--- config.mk ---
export PLATFORM = sky130hd
export DESIGN_NAME = wspmc_dev_flat
export DESIGN_NICKNAME = d
export VERILOG_FILES = /design/src/rtl/wspmc_pkg.sv /design/src/rtl/wspmc_if.sv /design/src/rtl/wspmc_dev.sv /design/src/flat_wrapper.sv
export SDC_FILE = /design/constraint.sdc
export NUM_CORES = 1
export LEC_CHECK = 0
export BUFFER_PORTS_ARGS = -buffer_cell sky130_fd_sc_hd__buf_4
export CAP_MARGIN = 20
export CORE_UTILIZATION = 45
export CTS_BUF_LIST = sky130_fd_sc_hd__clkbuf_4
export DETAILED_ROUTE_END_ITERATION = 10
export PLACE_DENSITY = 0.92
export SYNTH_ARGS = -nofsm -noshare
export SYNTH_HDL_FRONTEND = slang
export SYNTH_SLANG_ARGS = --single-unit
--- constraint.sdc ---
create_clock -name CORE_CLK -period 2.6 [get_ports CORE_CLK]
set_clock_uncertainty 0.05 [all_clocks]
set_input_delay 0.78 -clock CORE_CLK [delete_from_list [all_inputs] [get_ports CORE_CLK]]
set_output_delay 0.78 -clock CORE_CLK [all_outputs]
set_load 0.005 [all_outputs]
--- src/rtl/wspmc_pkg.sv ---
package wspmc_pkg;

    // peripheral wake sources, one entry per interrupt group
    localparam int NPER    = 5;
    localparam int IDX_KEY = 0;
    localparam int IDX_INT = 1;
    localparam int IDX_SER = 2;
    localparam int IDX_ADC = 3;
    localparam int IDX_TMR = 4;

    localparam int          LVL_W   = 3;
    localparam logic [2:0]  LVL_OFF = 3'h0;

    // cpu divider field codes when the divide-by-8 select is clear
    localparam logic [1:0]  DSEL_1  = 2'h0;
    localparam logic [1:0]  DSEL_2  = 2'h1;
    localparam logic [1:0]  DSEL_4  = 2'h2;
    localparam logic [1:0]  DSEL_16 = 2'h3;

    typedef enum logic [1:0] {
        MODE_RUN  = 2'b00,
        MODE_WAIT = 2'b01,
        MODE_STOP = 2'b10
    } wspmc_mode_e;

    typedef enum logic [1:0] {
        SRC_MAIN = 2'b00,
        SRC_SUB  = 2'b01,
        SRC_OCO  = 2'b10
    } wspmc_src_e;

    typedef enum logic [2:0] {
        DIV_1  = 3'b000,
        DIV_2  = 3'b001,
        DIV_4  = 3'b010,
        DIV_8  = 3'b011,
        DIV_16 = 3'b100
    } wspmc_div_e;

    typedef enum logic [1:0] {
        CAUSE_NONE   = 2'b00,
        CAUSE_NMI    = 2'b01,
        CAUSE_LVD    = 2'b10,
        CAUSE_PERIPH = 2'b11
    } wspmc_cause_e;

    typedef logic [NPER-1:0][LVL_W-1:0] wspmc_lvl_t;

    typedef struct packed {
        logic       periph_clk_stop_in_wait;
        logic       all_clocks_off;
        logic       cpu_div8_select;
        logic       main_osc_drive_high;
        logic       osc_stop_detect_enable;
        logic       cpu_clk_pll_select;
        logic       pll_on;
        wspmc_src_e cpu_src;
        logic [1:0] cpu_div;
    } wspmc_ctl_s;

    localparam wspmc_ctl_s CTL_RESET = '{
        periph_clk_stop_in_wait: 1'b0,
        all_clocks_off:          1'b0,
        cpu_div8_select:         1'b1,
        main_osc_drive_high:     1'b1,
        osc_stop_detect_enable:  1'b0,
        cpu_clk_pll_select:      1'b0,
        pll_on:                  1'b0,
        cpu_src:                 SRC_MAIN,
        cpu_div:                 DSEL_1
    };

endpackage

--- src/rtl/wspmc_if.sv ---
`timescale 1ns/1ps
interface wspmc_if;
    import wspmc_pkg::*;

    logic         ctl_wr;
    wspmc_ctl_s   ctl_wdata;
    logic         wait_exec;
    logic         i_flag;
    wspmc_lvl_t   irq_level;
    wspmc_ctl_s   ctl_rdata;
    wspmc_mode_e  mode;
    logic         wake;
    wspmc_cause_e wake_cause;

    modport dev (
        input  ctl_wr,
        input  ctl_wdata,
        input  wait_exec,
        input  i_flag,
        input  irq_level,
        output ctl_rdata,
        output mode,
        output wake,
        output wake_cause
    );

    modport cpu (
        output ctl_wr,
        output ctl_wdata,
        output wait_exec,
        output i_flag,
        output irq_level,
        input  ctl_rdata,
        input  mode,
        input  wake,
        input  wake_cause
    );
endinterface

--- src/rtl/wspmc_dev.sv ---
// Operation
// - wait exits on reset, NMI, LVD, peripheral
// - software zeroes peripheral levels for non-peripheral wake
// - stop-in-wait clear keeps peripheral clocks running
// - stop-in-wait set gates internally clocked peripherals
// - serial wakes wait; external clock if gated
// - converter wakes wait only single, clocks running
// - timer wakes wait; gated needs event or subclk
// - software sets levels, I flag, starts peripherals
// - service begins when acknowledged and clock restored
// - wait wake keeps clock source and division
// - stop turns off oscillators, cpu, peripheral clocks
// - externally clocked peripherals keep running in stop
// - stop wake: NMI, key, INT, external timer/serial
// - all-clocks-off write forces div8 and strong drive
// - software clears oscillation stop detect before stop
// - software leaves PLL and stops it before stop
// - wait instruction halts cpu clock, oscillators on
// - gated wait keeps only divided-by-32 sub clock
// - stop wake restores pre-stop source, main/oco div8
`timescale 1ns/1ps
module wspmc_dev (
    input  wire logic                  CORE_CLK,
    input  wire logic                  RESET_N,
    wspmc_if.dev                       bus,
    input  wire logic [wspmc_pkg::NPER-1:0] PERIPH_IRQ,
    input  wire logic                  NMI_REQ,
    input  wire logic                  LVD_REQ,
    input  wire logic                  SER_EXT_CLK,
    input  wire logic                  ADC_SINGLE_MODE,
    input  wire logic                  TIMER_EVENT_MODE,
    input  wire logic                  TIMER_SRC_SUBCLK32,
    output logic                       CPU_CLK_EN,
    output logic                       PERIPH_CLK_EN,
    output logic                       SUBCLK_DIV32_EN,
    output logic                       MAIN_OSC_EN,
    output logic                       SUB_OSC_EN,
    output logic                       OCO_EN,
    output logic                       PLL_EN,
    output wspmc_pkg::wspmc_src_e      CPU_CLK_SRC,
    output wspmc_pkg::wspmc_div_e      CPU_CLK_DIV,
    output logic                       MAIN_OSC_DRIVE_HIGH,
    output logic                       OSC_STOP_DETECT_EN,
    output wspmc_pkg::wspmc_mode_e     POWER_MODE
);
    import wspmc_pkg::*;

    typedef struct packed {
        logic       cpu_clk_en;
        logic       periph_clk_en;
        logic       subclk_div32_en;
        logic       osc_en;
        logic       pll_en;
        wspmc_src_e src;
        wspmc_div_e div;
    } wspmc_dout_s;

    typedef struct packed {
        wspmc_ctl_s   ctl;
        wspmc_mode_e  mode;
        logic         wake;
        wspmc_cause_e cause;
        wspmc_dout_s  out;
    } wspmc_dst_s;

    localparam wspmc_dout_s DOUT_RESET = '{
        cpu_clk_en:      1'b1,
        periph_clk_en:   1'b1,
        subclk_div32_en: 1'b1,
        osc_en:          1'b1,
        pll_en:          1'b0,
        src:             SRC_MAIN,
        div:             DIV_8
    };

    localparam wspmc_dst_s DST_RESET = '{
        ctl:   CTL_RESET,
        mode:  MODE_RUN,
        wake:  1'b0,
        cause: CAUSE_NONE,
        out:   DOUT_RESET
    };

    wspmc_dst_s        st;
    wspmc_dst_s        next_st;
    logic [NPER-1:0]   pend;
    logic [NPER-1:0]   wait_ok;
    logic [NPER-1:0]   stop_ok;
    logic              gated;

    assign gated = st.ctl.periph_clk_stop_in_wait;

    // per-source qualification of peripheral wake requests
    genvar i;
    generate
        for (i = 0; i < NPER; i++)
        begin : g_src
            // request counts only when enabled by a nonzero level and the I flag
            assign pend[i] = PERIPH_IRQ[i] && (bus.irq_level[i] != LVL_OFF) && bus.i_flag;
            if (i == IDX_SER)
            begin : g_ser
                assign wait_ok[i] = !gated || SER_EXT_CLK;
                assign stop_ok[i] = SER_EXT_CLK;
            end
            else if (i == IDX_ADC)
            begin : g_adc
                assign wait_ok[i] = !gated && ADC_SINGLE_MODE;
                assign stop_ok[i] = 1'b0;
            end
            else if (i == IDX_TMR)
            begin : g_tmr
                assign wait_ok[i] = !gated || TIMER_EVENT_MODE || TIMER_SRC_SUBCLK32;
                assign stop_ok[i] = TIMER_EVENT_MODE;
            end
            else
            begin : g_ext
                // key input and INT pins need no internal clock
                assign wait_ok[i] = 1'b1;
                assign stop_ok[i] = 1'b1;
            end
        end
    endgenerate

    function automatic wspmc_div_e eff_div(input wspmc_ctl_s c);
        wspmc_div_e d;
        d = DIV_1;
        if (c.cpu_src == SRC_SUB)
            d = DIV_1;
        else if (c.cpu_div8_select)
            d = DIV_8;
        else if (c.cpu_div == DSEL_2)
            d = DIV_2;
        else if (c.cpu_div == DSEL_4)
            d = DIV_4;
        else if (c.cpu_div == DSEL_16)
            d = DIV_16;
        return d;
    endfunction

    always_comb
    begin
        next_st      = st;
        next_st.wake = 1'b0;
        case (st.mode)
            MODE_RUN:
            begin
                if (bus.ctl_wr)
                begin
                    next_st.ctl = bus.ctl_wdata;
                    if (bus.ctl_wdata.all_clocks_off)
                    begin
                        next_st.ctl.cpu_div8_select     = 1'b1;
                        next_st.ctl.main_osc_drive_high = 1'b1;
                        next_st.mode                    = MODE_STOP;
                    end
                end
                else if (bus.wait_exec)
                begin
                    next_st.mode = MODE_WAIT;
                end
            end
            MODE_WAIT:
            begin
                // control settings untouched, so source and division resume as before
                if (NMI_REQ || LVD_REQ || |(pend & wait_ok))
                begin
                    next_st.mode  = MODE_RUN;
                    next_st.wake  = 1'b1;
                    next_st.cause = NMI_REQ ? CAUSE_NMI :
                                    (LVD_REQ ? CAUSE_LVD : CAUSE_PERIPH);
                end
            end
            MODE_STOP:
            begin
                if (NMI_REQ || LVD_REQ || |(pend & stop_ok))
                begin
                    next_st.mode               = MODE_RUN;
                    next_st.ctl.all_clocks_off = 1'b0;
                    next_st.wake               = 1'b1;
                    next_st.cause = NMI_REQ ? CAUSE_NMI :
                                    (LVD_REQ ? CAUSE_LVD : CAUSE_PERIPH);
                end
            end
            default:
            begin
                next_st.mode = MODE_RUN;
            end
        endcase

        // clock enables follow the mode being entered
        next_st.out.cpu_clk_en      = (next_st.mode == MODE_RUN);
        next_st.out.periph_clk_en   = (next_st.mode == MODE_RUN) ||
                                      ((next_st.mode == MODE_WAIT) &&
                                       !next_st.ctl.periph_clk_stop_in_wait);
        next_st.out.subclk_div32_en = (next_st.mode != MODE_STOP);
        next_st.out.osc_en          = (next_st.mode != MODE_STOP);
        next_st.out.pll_en          = next_st.ctl.pll_on && (next_st.mode != MODE_STOP);
        next_st.out.src             = next_st.ctl.cpu_src;
        next_st.out.div             = eff_div(next_st.ctl);
    end

    always_ff @(posedge CORE_CLK or negedge RESET_N)
    begin
        if (!RESET_N)
            st <= DST_RESET;
        else
            st <= next_st;
    end

    assign bus.ctl_rdata        = st.ctl;
    assign bus.mode             = st.mode;
    assign bus.wake             = st.wake;
    assign bus.wake_cause       = st.cause;
    assign CPU_CLK_EN           = st.out.cpu_clk_en;
    assign PERIPH_CLK_EN        = st.out.periph_clk_en;
    assign SUBCLK_DIV32_EN      = st.out.subclk_div32_en;
    assign MAIN_OSC_EN          = st.out.osc_en;
    assign SUB_OSC_EN           = st.out.osc_en;
    assign OCO_EN               = st.out.osc_en;
    assign PLL_EN               = st.out.pll_en;
    assign CPU_CLK_SRC          = st.out.src;
    assign CPU_CLK_DIV          = st.out.div;
    assign MAIN_OSC_DRIVE_HIGH  = st.ctl.main_osc_drive_high;
    assign OSC_STOP_DETECT_EN   = st.ctl.osc_stop_detect_enable;
    assign POWER_MODE           = st.mode;

endmodule // wspmc_dev

--- src/flat_wrapper.sv ---
// flat-port wrapper written by rule: the top's interface ports become plain ports
module wspmc_dev_flat import wspmc_pkg::*;
  (CORE_CLK, RESET_N, PERIPH_IRQ, NMI_REQ, LVD_REQ, SER_EXT_CLK, ADC_SINGLE_MODE, TIMER_EVENT_MODE, TIMER_SRC_SUBCLK32, CPU_CLK_EN, PERIPH_CLK_EN, SUBCLK_DIV32_EN, MAIN_OSC_EN, SUB_OSC_EN, OCO_EN, PLL_EN, CPU_CLK_SRC, CPU_CLK_DIV, MAIN_OSC_DRIVE_HIGH, OSC_STOP_DETECT_EN, POWER_MODE, bus_ctl_wr, bus_ctl_wdata, bus_wait_exec, bus_i_flag, bus_irq_level, bus_ctl_rdata, bus_mode, bus_wake, bus_wake_cause);
  wspmc_if bus_i ();
  input  wire logic CORE_CLK;
  input  wire logic RESET_N;
  input  wire logic [wspmc_pkg::NPER-1:0] PERIPH_IRQ;
  input  wire logic NMI_REQ;
  input  wire logic LVD_REQ;
  input  wire logic SER_EXT_CLK;
  input  wire logic ADC_SINGLE_MODE;
  input  wire logic TIMER_EVENT_MODE;
  input  wire logic TIMER_SRC_SUBCLK32;
  output logic CPU_CLK_EN;
  output logic PERIPH_CLK_EN;
  output logic SUBCLK_DIV32_EN;
  output logic MAIN_OSC_EN;
  output logic SUB_OSC_EN;
  output logic OCO_EN;
  output logic PLL_EN;
  output wspmc_pkg::wspmc_src_e CPU_CLK_SRC;
  output wspmc_pkg::wspmc_div_e CPU_CLK_DIV;
  output logic MAIN_OSC_DRIVE_HIGH;
  output logic OSC_STOP_DETECT_EN;
  output wspmc_pkg::wspmc_mode_e POWER_MODE;
  input wire logic [$bits(bus_i.ctl_wr)-1:0] bus_ctl_wr;
  input wire logic [$bits(bus_i.ctl_wdata)-1:0] bus_ctl_wdata;
  input wire logic [$bits(bus_i.wait_exec)-1:0] bus_wait_exec;
  input wire logic [$bits(bus_i.i_flag)-1:0] bus_i_flag;
  input wire logic [$bits(bus_i.irq_level)-1:0] bus_irq_level;
  output wire logic [$bits(bus_i.ctl_rdata)-1:0] bus_ctl_rdata;
  output wire logic [$bits(bus_i.mode)-1:0] bus_mode;
  output wire logic [$bits(bus_i.wake)-1:0] bus_wake;
  output wire logic [$bits(bus_i.wake_cause)-1:0] bus_wake_cause;
  assign bus_i.ctl_wr = bus_ctl_wr;
  assign bus_i.ctl_wdata = bus_ctl_wdata;
  assign bus_i.wait_exec = bus_wait_exec;
  assign bus_i.i_flag = bus_i_flag;
  assign bus_i.irq_level = bus_irq_level;
  assign bus_ctl_rdata = bus_i.ctl_rdata;
  assign bus_mode = bus_i.mode;
  assign bus_wake = bus_i.wake;
  assign bus_wake_cause = bus_i.wake_cause;
  wspmc_dev u_core (.CORE_CLK(CORE_CLK), .RESET_N(RESET_N), .bus(bus_i), .PERIPH_IRQ(PERIPH_IRQ), .NMI_REQ(NMI_REQ), .LVD_REQ(LVD_REQ), .SER_EXT_CLK(SER_EXT_CLK), .ADC_SINGLE_MODE(ADC_SINGLE_MODE), .TIMER_EVENT_MODE(TIMER_EVENT_MODE), .TIMER_SRC_SUBCLK32(TIMER_SRC_SUBCLK32), .CPU_CLK_EN(CPU_CLK_EN), .PERIPH_CLK_EN(PERIPH_CLK_EN), .SUBCLK_DIV32_EN(SUBCLK_DIV32_EN), .MAIN_OSC_EN(MAIN_OSC_EN), .SUB_OSC_EN(SUB_OSC_EN), .OCO_EN(OCO_EN), .PLL_EN(PLL_EN), .CPU_CLK_SRC(CPU_CLK_SRC), .CPU_CLK_DIV(CPU_CLK_DIV), .MAIN_OSC_DRIVE_HIGH(MAIN_OSC_DRIVE_HIGH), .OSC_STOP_DETECT_EN(OSC_STOP_DETECT_EN), .POWER_MODE(POWER_MODE));
endmodule
; After elaboration in Yosys (flattened, before gate mapping)
; Cells that the tools add are included.
[totals]
register_bits = 23
[op_classes]
eq_ne = 11
muxes = 20
n_bitwise = 2
n_reduce_logical = 36
[op_table]
columns = op, n
row1 = 2-to-1 mux 3 bit, 5
row2 = nonzero test 3 bit, 5
row3 = logical AND 1 bit, 13
row4 = 2-to-1 mux 11 bit, 1
row5 = bitwise AND 5 bit, 2
row6 = 2-to-1 mux 2 bit, 5
row7 = 2-to-1 mux 5 bit, 2
row8 = OR reduction 5 bit, 2
row9 = 2-to-1 mux 9 bit, 1
row10 = "equality test 2 x 1 -> 1 bit, second input constant", 4
row11 = logical OR 1 bit, 7
row12 = "equality test 2 bit, second input constant", 3
row13 = one-hot mux 2 bit (3 select lines), 1
row14 = one-hot mux 3 bit (2 select lines), 1
row15 = AND reduction 3 bit, 2
row16 = logical NOT 2 bit, 2
row17 = "!= test 2 x 1 -> 1 bit, second input constant", 2
row18 = "!= test 2 bit, second input constant", 2
row19 = nonzero test 2 bit, 2
row20 = 2-to-1 mux 1 bit, 3
row21 = logical NOT 1 bit, 2
row22 = one-hot mux 1 bit (2 select lines), 1
row23 = AND reduction 2 bit, 1

; Depth between registers and ports, before layout
; Gate-level depths: netlist of run 1.
[depth]
ltp_word = 11
ltp_mapped = 8

; Worst setup path before layout of run 1
; Ideal clock, no wire load.
[synth_path]
path_kind = in2reg
startpoint = input port bus_irq_level[1]
endpoint = register u_core.st, in the netlist u_core.CPU_CLK_EN
setup_ps = 80
arrival_ps = 2128
required_ps = 2470
slack_ps = 342
path_stages = 5
n_path_buf = 0
path_cell_list = o311ai_1 nand2_1 or4_4 a21o_1 a32o_1
[synth_lines]
columns = element, line
row1 = "start, declared", flat_wrapper.sv:30  ; input wire logic [$bits(bus_i.irq_level)-1:0] bus_irq_level;
row2 = "end signal, assigned", wspmc_dev.sv:207  ; st <= next_st;
row3 = "end, declared", wspmc_dev.sv:84  ; wspmc_dst_s st;

==> insert_results.sql, run 1 <==
INSERT INTO impl_metrics (metric_group, metric, value, unit) VALUES
('floorplanning', 'start_util', '49.5', '%'),
('floorplanning', 'coreArea', '0.00257', 'mm^2'),
('logic_synthesis', 'ys.flop_type', 'dfrtp_1', ''),
('timing', 'tightest_slew', '0.505', 'ns'),
('route', 'antenna_left', '0', ''),
('clock_tree', 'root_buffer', 'clkbuf_4', ''),
('logic_synthesis', 'combinational_family_with_the_most_area_after_synthesis', 'simple AND/OR/NAND/NOR gates', ''),
('global_routing', 'globalRouteOverflowTotal', '0', ''),
('logic_synthesis', 'post_synth_edffs', '0', ''),
('floorplanning', 'floorplan.die_area', '0.00304', 'mm^2'),
('layout', 'fraction_of_final_layout_cells_sized_beyond_drive_strength_1', '47.7', '%'),
('floorplanning', 'die_y', '55.2', 'um'),
('power_and_ir_drop', 'vdd.ir_drop.worst', '0.690', 'mV'),
('route', 'wire_per_inst', '13.2', 'um'),
('global_routing', 'grt_pass1_wl', '4.86', 'mm'),
('clock_tree', 'clk-insertion-delay-late', '0.31', 'ns'),
('logic_synthesis', 'synth.mux.area_fraction', '6.79', '%'),
('route', 'drt_wl_total', '2.96', 'mm'),
('hold_path', 'min-delay-path-class', 'input port to async pin', ''),
('timing', 'setup_violations', '0', ''),
('run_status', 'run_status', 'complete, no violations', ''),
('floorplanning', 'floorplan.rows', '18', ''),
('clock_tree', 'cts_resized', '0', ''),
('timing', 'final.hold.worst_slack', '0.282', 'ns'),
('layout', 'fillerInstances', '204', ''),
('logic_synthesis', 'sequential_to_total_area_share_from_yosys_stat', '46.0', '%'),
('clock_tree', 'cts_num_sinks', '23', ''),
('logic_synthesis', 'netlist_instances', '127', ''),
('route', 'detailroute.via_count', '1228', ''),
('layout', 'area.growth.synth_to_final', '43.2', '%'),
('timing', 'final.period_utilization', '84.0', '%'),
('global_routing', 'grt_pass1_vias', '1245', ''),
('clock_tree', 'cts_inserted_buffers', '3', ''),
('power_and_ir_drop', 'power_density', '997', 'mW/mm^2'),
('layout', 'sequential_cell_area', '584', 'um^2'),
('clock_tree', 'clock_h_tree_levels', '1', ''),
('logic_synthesis', 'synth-xor-area-share', '0', '%'),
('layout', 'layout.cell_area.non_filler', '0.00182', 'mm^2'),
('logic_synthesis', 'ys_warn_count', '0', ''),
('logic_synthesis', 'synth_fa_ha_area_share', '3.94', '%'),
('clock_tree', 'clock_path_buffers', '2', ''),
('power_and_ir_drop', 'static_leak', '0.900', 'nW'),
('layout', 'diodes', '0', ''),
('timing', 'finalSetupTns', '0', 'ns'),
('logic_synthesis', 'synthesis.area', '0.00127', 'mm^2'),
('route', 'drt-pass1-iter-count', '4', ''),
('setup_path', 'critPathLaunch', 'u_core.POWER_MODE[1]', ''),
('global_routing', 'antenna_violations_before_repair', '0', ''),
('placement', 'placed_cells_incl_taps', '221', ''),
('setup_path', 'path_class', 'flip-flop to flip-flop', ''),
('placement', 'gpl.final_weighted_congestion', '0.854', ''),
('setup_path', 'timing.critical_path.fanout_max', '12', ''),
('logic_synthesis', 'yosys.area_share.simple', '17.4', '%'),
('setup_path', 'start_kind', 'flip-flop', ''),
('clock_tree', 'cts_post_setup_buffers_inserted', '0', ''),
('route', 'post_drt_via_cell_ratio', '5.46', ''),
('floorplanning', 'design.portCount', '74', ''),
('setup_path', 'timing.critical_path.arrival', '2.39', 'ns'),
('timing', 'max_clock_freq', '458', 'MHz'),
('layout', 'finalNetCount', '242', ''),
('placement', 'post-dp-hpwl', '2.47', 'mm'),
('logic_synthesis', 'yosys.cell_types.count', '41', ''),
('global_routing', 'grt_start_max_net_pins', '24', ''),
('layout', 'final_common_cell', 'buf_4', ''),
('placement', 'port-buffer-count', '73', ''),
('clock_tree', 'cts_tree', 'built', ''),
('placement', 'dpl-instance-area', '0.00179', 'mm^2'),
('setup_path', 'worst_setup_path_end_kind', 'flip-flop', ''),
('setup_path', 'crit-reg2reg-launch', 'u_core.POWER_MODE[1]', ''),
('logic_synthesis', 'ys_seq_elements', '23', ''),
('layout', 'final_cell_mix', 'buf_4 (75), dfrtp_1 (16), nand2_1 (13)', '');
[Yosys cell counts, types with 2 or more instances]
library cell	count	share of area [%]
inv_1	8	2.4
o311ai_1	2	1.4
nand2_1	13	3.8
o31ai_1	3	1.8
dfstp_2	7	14
ha_1	4	3.9
o21ai_0	4	1.6
o2bb2ai_1	2	1.4
a21oi_1	3	1.2
nor3_1	5	2.0
buf_4	10	5.9
dfrtp_1	16	31
and2_1	2	0.98
nand3_1	2	0.79
a31oi_1	2	0.98
mux2_2	5	4.4
mux2i_1	3	2.4
o22ai_1	2	0.98
a21o_1	2	1.2
nor2b_1	2	0.98
o21ai_1	3	1.2
nor2_1	8	2.4
[where the power goes]
part | internal [mW] | switching (mW) | leakage (nW) | total (mW)
registers | 0.563 | 0.111 | 0.271 | 0.675
logic | 0.541 | 0.438 | 0.612 | 0.979
clock network | 0.0575 | 0.104 | 0.0177 | 0.161
[worst max-delay path, cell delays in order, from the launching register on]
cell and delay, ns:
dfrtp_1 0.51, inv_1 0.10, ha_1 0.27, nand2_1 0.42, mux2i_1 0.37, nor3_1 0.08, o31ai_1 0.18, and2_1 0.15
[cell type report]
| type | instances | area share [%] |
|---|---|---|
| flip-flops and latches | 23 | 32.1 |
| multi-input cells | 85 | 31.8 |
| repair buffers | 75 | 30.9 |
| well taps | 30 | 2.06 |
| inverters | 8 | 1.65 |
| clock buffers | 3 | 1.24 |
| clock inverters | 1 | 0.275 |
[sequential cells by signal, indices dropped and copies added, names as in the netlist, 2 cells and up]
| signal | cells |
|---|---|
| u_core.bus.ctl_rdata | 8 |
| u_core.POWER_MODE | 2 |
| u_core.CPU_CLK_DIV | 3 |
| u_core.bus.wake_cause | 2 |
[through the flow]
step / total power, mW / utilization, % / setup WS (ns)
floorplan: 1.25 / - / 0.342
global placement: 1.61 / 69.8 / 0.136
detailed placement: 1.67 / 69.8 / 0.0947
CTS: 1.83 / 70.9 / 0.416
global route: 1.99 / 70.9 / 0.222
finish: 1.82 / 70.9 / 0.415
[worst paths after layout]
path | endpoint | slack, ns | cells past startpoint
max | u_core.PERIPH_CLK_EN | 0.41 | 7
min | u_core.CPU_CLK_DIV[2] | 0.28 | 1
max reg2reg | u_core.PERIPH_CLK_EN | 0.41 | 7
min reg2reg | u_core.MAIN_OSC_DRIVE_HIGH | 0.45 | 2
max in group asynchronous | u_core.PERIPH_CLK_EN | 1.94 | 1
min in group CORE_CLK | u_core.MAIN_OSC_DRIVE_HIGH | 0.45 | 2
[cells by family (layout without fill, tap and decap cells)]
kind of cell,count (synthesis),after routing
and+or+nand+nor,42,42
AOI/OAI and AO/OA,31,31
DFF,23,23
buffers and inverters,19,87
muxes,8,8
adders and majority gates,4,4
[metal layers]
| metal | vias to the layer above | share of wire, % | global-route usage (%) |
|---|---|---|---|
| li1 | 587 | - | - |
| met1 | 565 | 39 | 23.7 |
| met2 | 69 | 51 | 43.6 |
| met3 | 7 | 9.0 | 2.73 |
| met4 | 0 | 1.8 | 10.4 |
| met5 | - | 0 | 0 |
No activity file was read; power rests on OpenSTA's default activity.
==> run 2: changes to the inputs <==
- CORE_UTILIZATION: 45 -> 40
- PLACE_DENSITY: 0.92 -> 0.87
- clock period: 2.6 -> 1.8 ns (I/O delays scaled with it)
==> run 2 against run 1 <==
Compared with the run above:
- the run now ends with negative setup slack left
- utilization is 3.3 points lower
- first-iteration DRC count is 4.5% lower
- non-clock buffer count is 18 higher
- critical path depth is 2 lower
- clock power is 52% higher
- wire length is 11% higher
- sequential cell count stayed put
- via count is 5.3% higher
- setup slack worse by 0.45 ns
- register-to-register slack worse by 0.45 ns
- global-route usage is 2.5 points lower
- critical endpoint is now u_core.CPU_CLK_EN
- largest cell class is now non-clock buffers
==> insert_results.sql, run 2 (synthesis gave the netlist of run 1 again) <==
INSERT INTO impl_metrics (metric_group, metric, value, unit) VALUES
('floorplanning', 'dieWidth', '58.4', 'um'),
('layout', 'fillerInstances', '254', ''),
('floorplanning', 'design.portCount', '74', ''),
('power_and_ir_drop', 'p_switching', '1.02', 'mW'),
('route', 'wire_per_inst', '12.7', 'um'),
('clock_tree', 'clock_path_buffers', '2', ''),
('global_routing', 'globalRouteOverflowTotal', '0', ''),
('clock_tree', 'cts_inserted_buffers', '3', ''),
('power_and_ir_drop', 'vdd.ir_drop.worst', '0.527', 'mV'),
('run_status', 'run_status', 'finished, violations left', ''),
('layout', 'final_cell_mix', 'buf_4 (92), dfrtp_1 (15), nand2_1 (12)', ''),
('layout', 'diodes', '0', ''),
('route', 'drt_first_iter_violations', '21', ''),
('route', 'drt_wl_total', '3.27', 'mm'),
('global_routing', 'antenna_violations_before_repair', '0', ''),
('power_and_ir_drop', 'p_int', '1.91', 'mW'),
('floorplanning', 'coreArea', '0.00303', 'mm^2'),
('placement', 'post-dp-hpwl', '2.66', 'mm'),
('timing', 'report.final.slew_viol_count', '0', ''),
('clock_tree', 'clock_h_tree_levels', '1', ''),
('hold_path', 'min-delay-path-class', 'input port to async pin', ''),
('timing', 'post-route-min-period', '1.84', 'ns'),
('timing', 'worst_slack', '-0.0397', 'ns'),
('floorplanning', 'floorplan.rows', '20', ''),
('power_and_ir_drop', 'power.clock.fraction', '8.3', '%'),
('placement', 'post-place-ws', '-0.404', 'ns'),
('power_and_ir_drop', 'pwr-share-seq', '33.0', '%'),
('layout', 'final_util', '67.6', '%'),
('floorplanning', 'die_y', '58.4', 'um'),
('clock_tree', 'cts_tree', 'built', ''),
('clock_tree', 'number_of_buffers_inserted_by_hold_repair_at_cts', '0', ''),
('setup_path', 'timing.critical_path.arrival', '2.04', 'ns'),
('clock_tree', 'cts_num_sinks', '23', ''),
('timing', 'finalSetupTns', '-0.0397', 'ns'),
('setup_path', 'start_kind', 'flip-flop', ''),
('timing', 'final_hold_viol_count', '0', ''),
('route', 'antenna_left', '0', ''),
('floorplanning', 'start_util', '42.0', '%'),
('timing', 'relSlewSlack', '76.4', '%'),
('route', 'drc', '0', ''),
('timing', 'setup_violations', '1', ''),
('timing', 'tightest_slew', '0.351', 'ns'),
('timing', 'rsz0062_at_grt', 'yes', ''),
('layout', 'final_common_cell', 'buf_4', ''),
('placement', 'port-buffer-count', '73', ''),
('route', 'post_drt_via_cell_ratio', '5.03', ''),
('power_and_ir_drop', 'total_power', '2.93', 'mW'),
('layout', 'finalNetCount', '260', ''),
('flow_run', 'drv.max_cap_violation_count', '0', ''),
('clock_tree', 'root_buffer', 'clkbuf_4', ''),
('timing', 'final.period_utilization', '102', '%'),
('power_and_ir_drop', 'static_leak', '0.995', 'nW'),
('route', 'drt-pass1-iter-count', '4', ''),
('layout', 'fraction_of_final_layout_cells_sized_beyond_drive_strength_1', '57.3', '%'),
('route', 'detailroute.via_count', '1293', ''),
('clock_tree', 'worst_setup_hold_path_clk_slew', '0.12', 'ns'),
('power_and_ir_drop', 'power_switching_share', '34.7', '%'),
('setup_path', 'path_class', 'flip-flop to flip-flop', ''),
('global_routing', 'gr-usage-all-layers', '20.0', '%'),
('setup_path', 'worst-endpoint-required', '2.00', 'ns'),
('global_routing', 'grt_pass1_vias', '1219', ''),
('global_routing', 'grt_pass1_wl', '5.13', 'mm'),
('power_and_ir_drop', 'power_density', '1430', 'mW/mm^2'),
('setup_path', 'worst_setup_path_end_kind', 'flip-flop', ''),
('setup_path', 'timing.critical_path.fanout_max', '4', ''),
('layout', 'area.growth.synth_to_final', '60.9', '%'),
('run_status', 'violations', 'negative setup slack', ''),
('timing', 'max_clock_freq', '544', 'MHz'),
('global_routing', 'grt_start_max_net_pins', '24', ''),
('clock_tree', 'clk-insertion-delay-late', '0.31', 'ns'),
('placement', 'gpl.final_weighted_congestion', '0.818', ''),
('timing', 'final.hold.worst_slack', '0.0501', 'ns'),
('layout', 'number_of_flip_flops_under_the_largest_register_name', '8', ''),
('power_and_ir_drop', 'power_frac_comb', '58.7', '%'),
('floorplanning', 'floorplan.die_area', '0.00341', 'mm^2');
-- run 2: changes by cell type in the layout (fill, tap and decap cells not counted), sizes merged --
cell | before | now
clkinv | 1 | 0
buf | 75 | 93
clkbuf | 3 | 4
-- run 2: routing by layer --
layer | part of all wire, % | global-route usage (%) | wire length [um] | vias up
met5 | 0 | 0 | 0 | -
met4 | 1.1 | 6.12 | 36 | 0
met3 | 9.0 | 3.96 | 294 | 7
met2 | 54 | 39.1 | 1770 | 67
met1 | 36 | 21.4 | 1180 | 597
li1 | - | - | - | 622
-- run 2: critical path: stages, from the launching register on --
cell,delay (ns)
dfrtp_2,0.41
or3b_1,0.37
o2bb2ai_2,0.14
or4_4,0.43
a21o_1,0.19
a32o_1,0.20
-- run 2: final timing paths --
path	from	endpoint	slack, ns	depth (start not counted)
max	u_core.gated	u_core.CPU_CLK_EN	-0.04	5
min reg2reg	u_core.bus.ctl_rdata[5]	u_core.bus.ctl_rdata[5]	0.47	1
max reg2reg	u_core.gated	u_core.CPU_CLK_EN	-0.04	5
min	RESET_N	u_core.bus.ctl_rdata[5]	0.05	1
min in group CORE_CLK	bus_ctl_wdata[5]	u_core.bus.ctl_rdata[5]	0.41	2
max in group asynchronous	RESET_N	u_core.bus.ctl_rdata[8]	1.37	1
-- run 2: cell type report --
type | instances | area [um^2] | area share, %
Clock buffer | 4 | 30.0 | 1.47
Inverter | 8 | 30.0 | 1.47
Multi-Input combinational cell | 85 | 643 | 31.4
Sequential cell | 23 | 586 | 28.6
Tap cell | 44 | 55.1 | 2.69
Timing Repair Buffer | 93 | 702 | 34.3
-- run 2: repair_timing --
item                                    4_1_cts  5_1_grt
gates resized for setup                       5        6
setup buffers                                 1        1
pin swaps                                     1        2
endpoints found under the setup margin        7        9
-- run 2: per-stage QoR --
| step | instance area (um^2) | instances |
|---|---|---|
| 2_1_floorplan | 1290 | 127 |
| 3_3_place_gp | 1950 | 251 |
| 3_5_place_dp | 1950 | 251 |
| 4_1_cts | 2000 | 256 |
| 5_1_grt | 2050 | 257 |
| 6_report | 2050 | 257 |
-- run 2: power groups by stage --
stage          Sequential, mW  Combinational (mW)  Clock, mW
2_1_floorplan           0.988               0.822          0
6_report                0.965                1.72      0.244
5_1_grt                 0.996                1.89      0.280
3_5_place_dp            0.973                1.60          0
4_1_cts                 0.959                1.66      0.256
3_3_place_gp            0.957                1.56          0
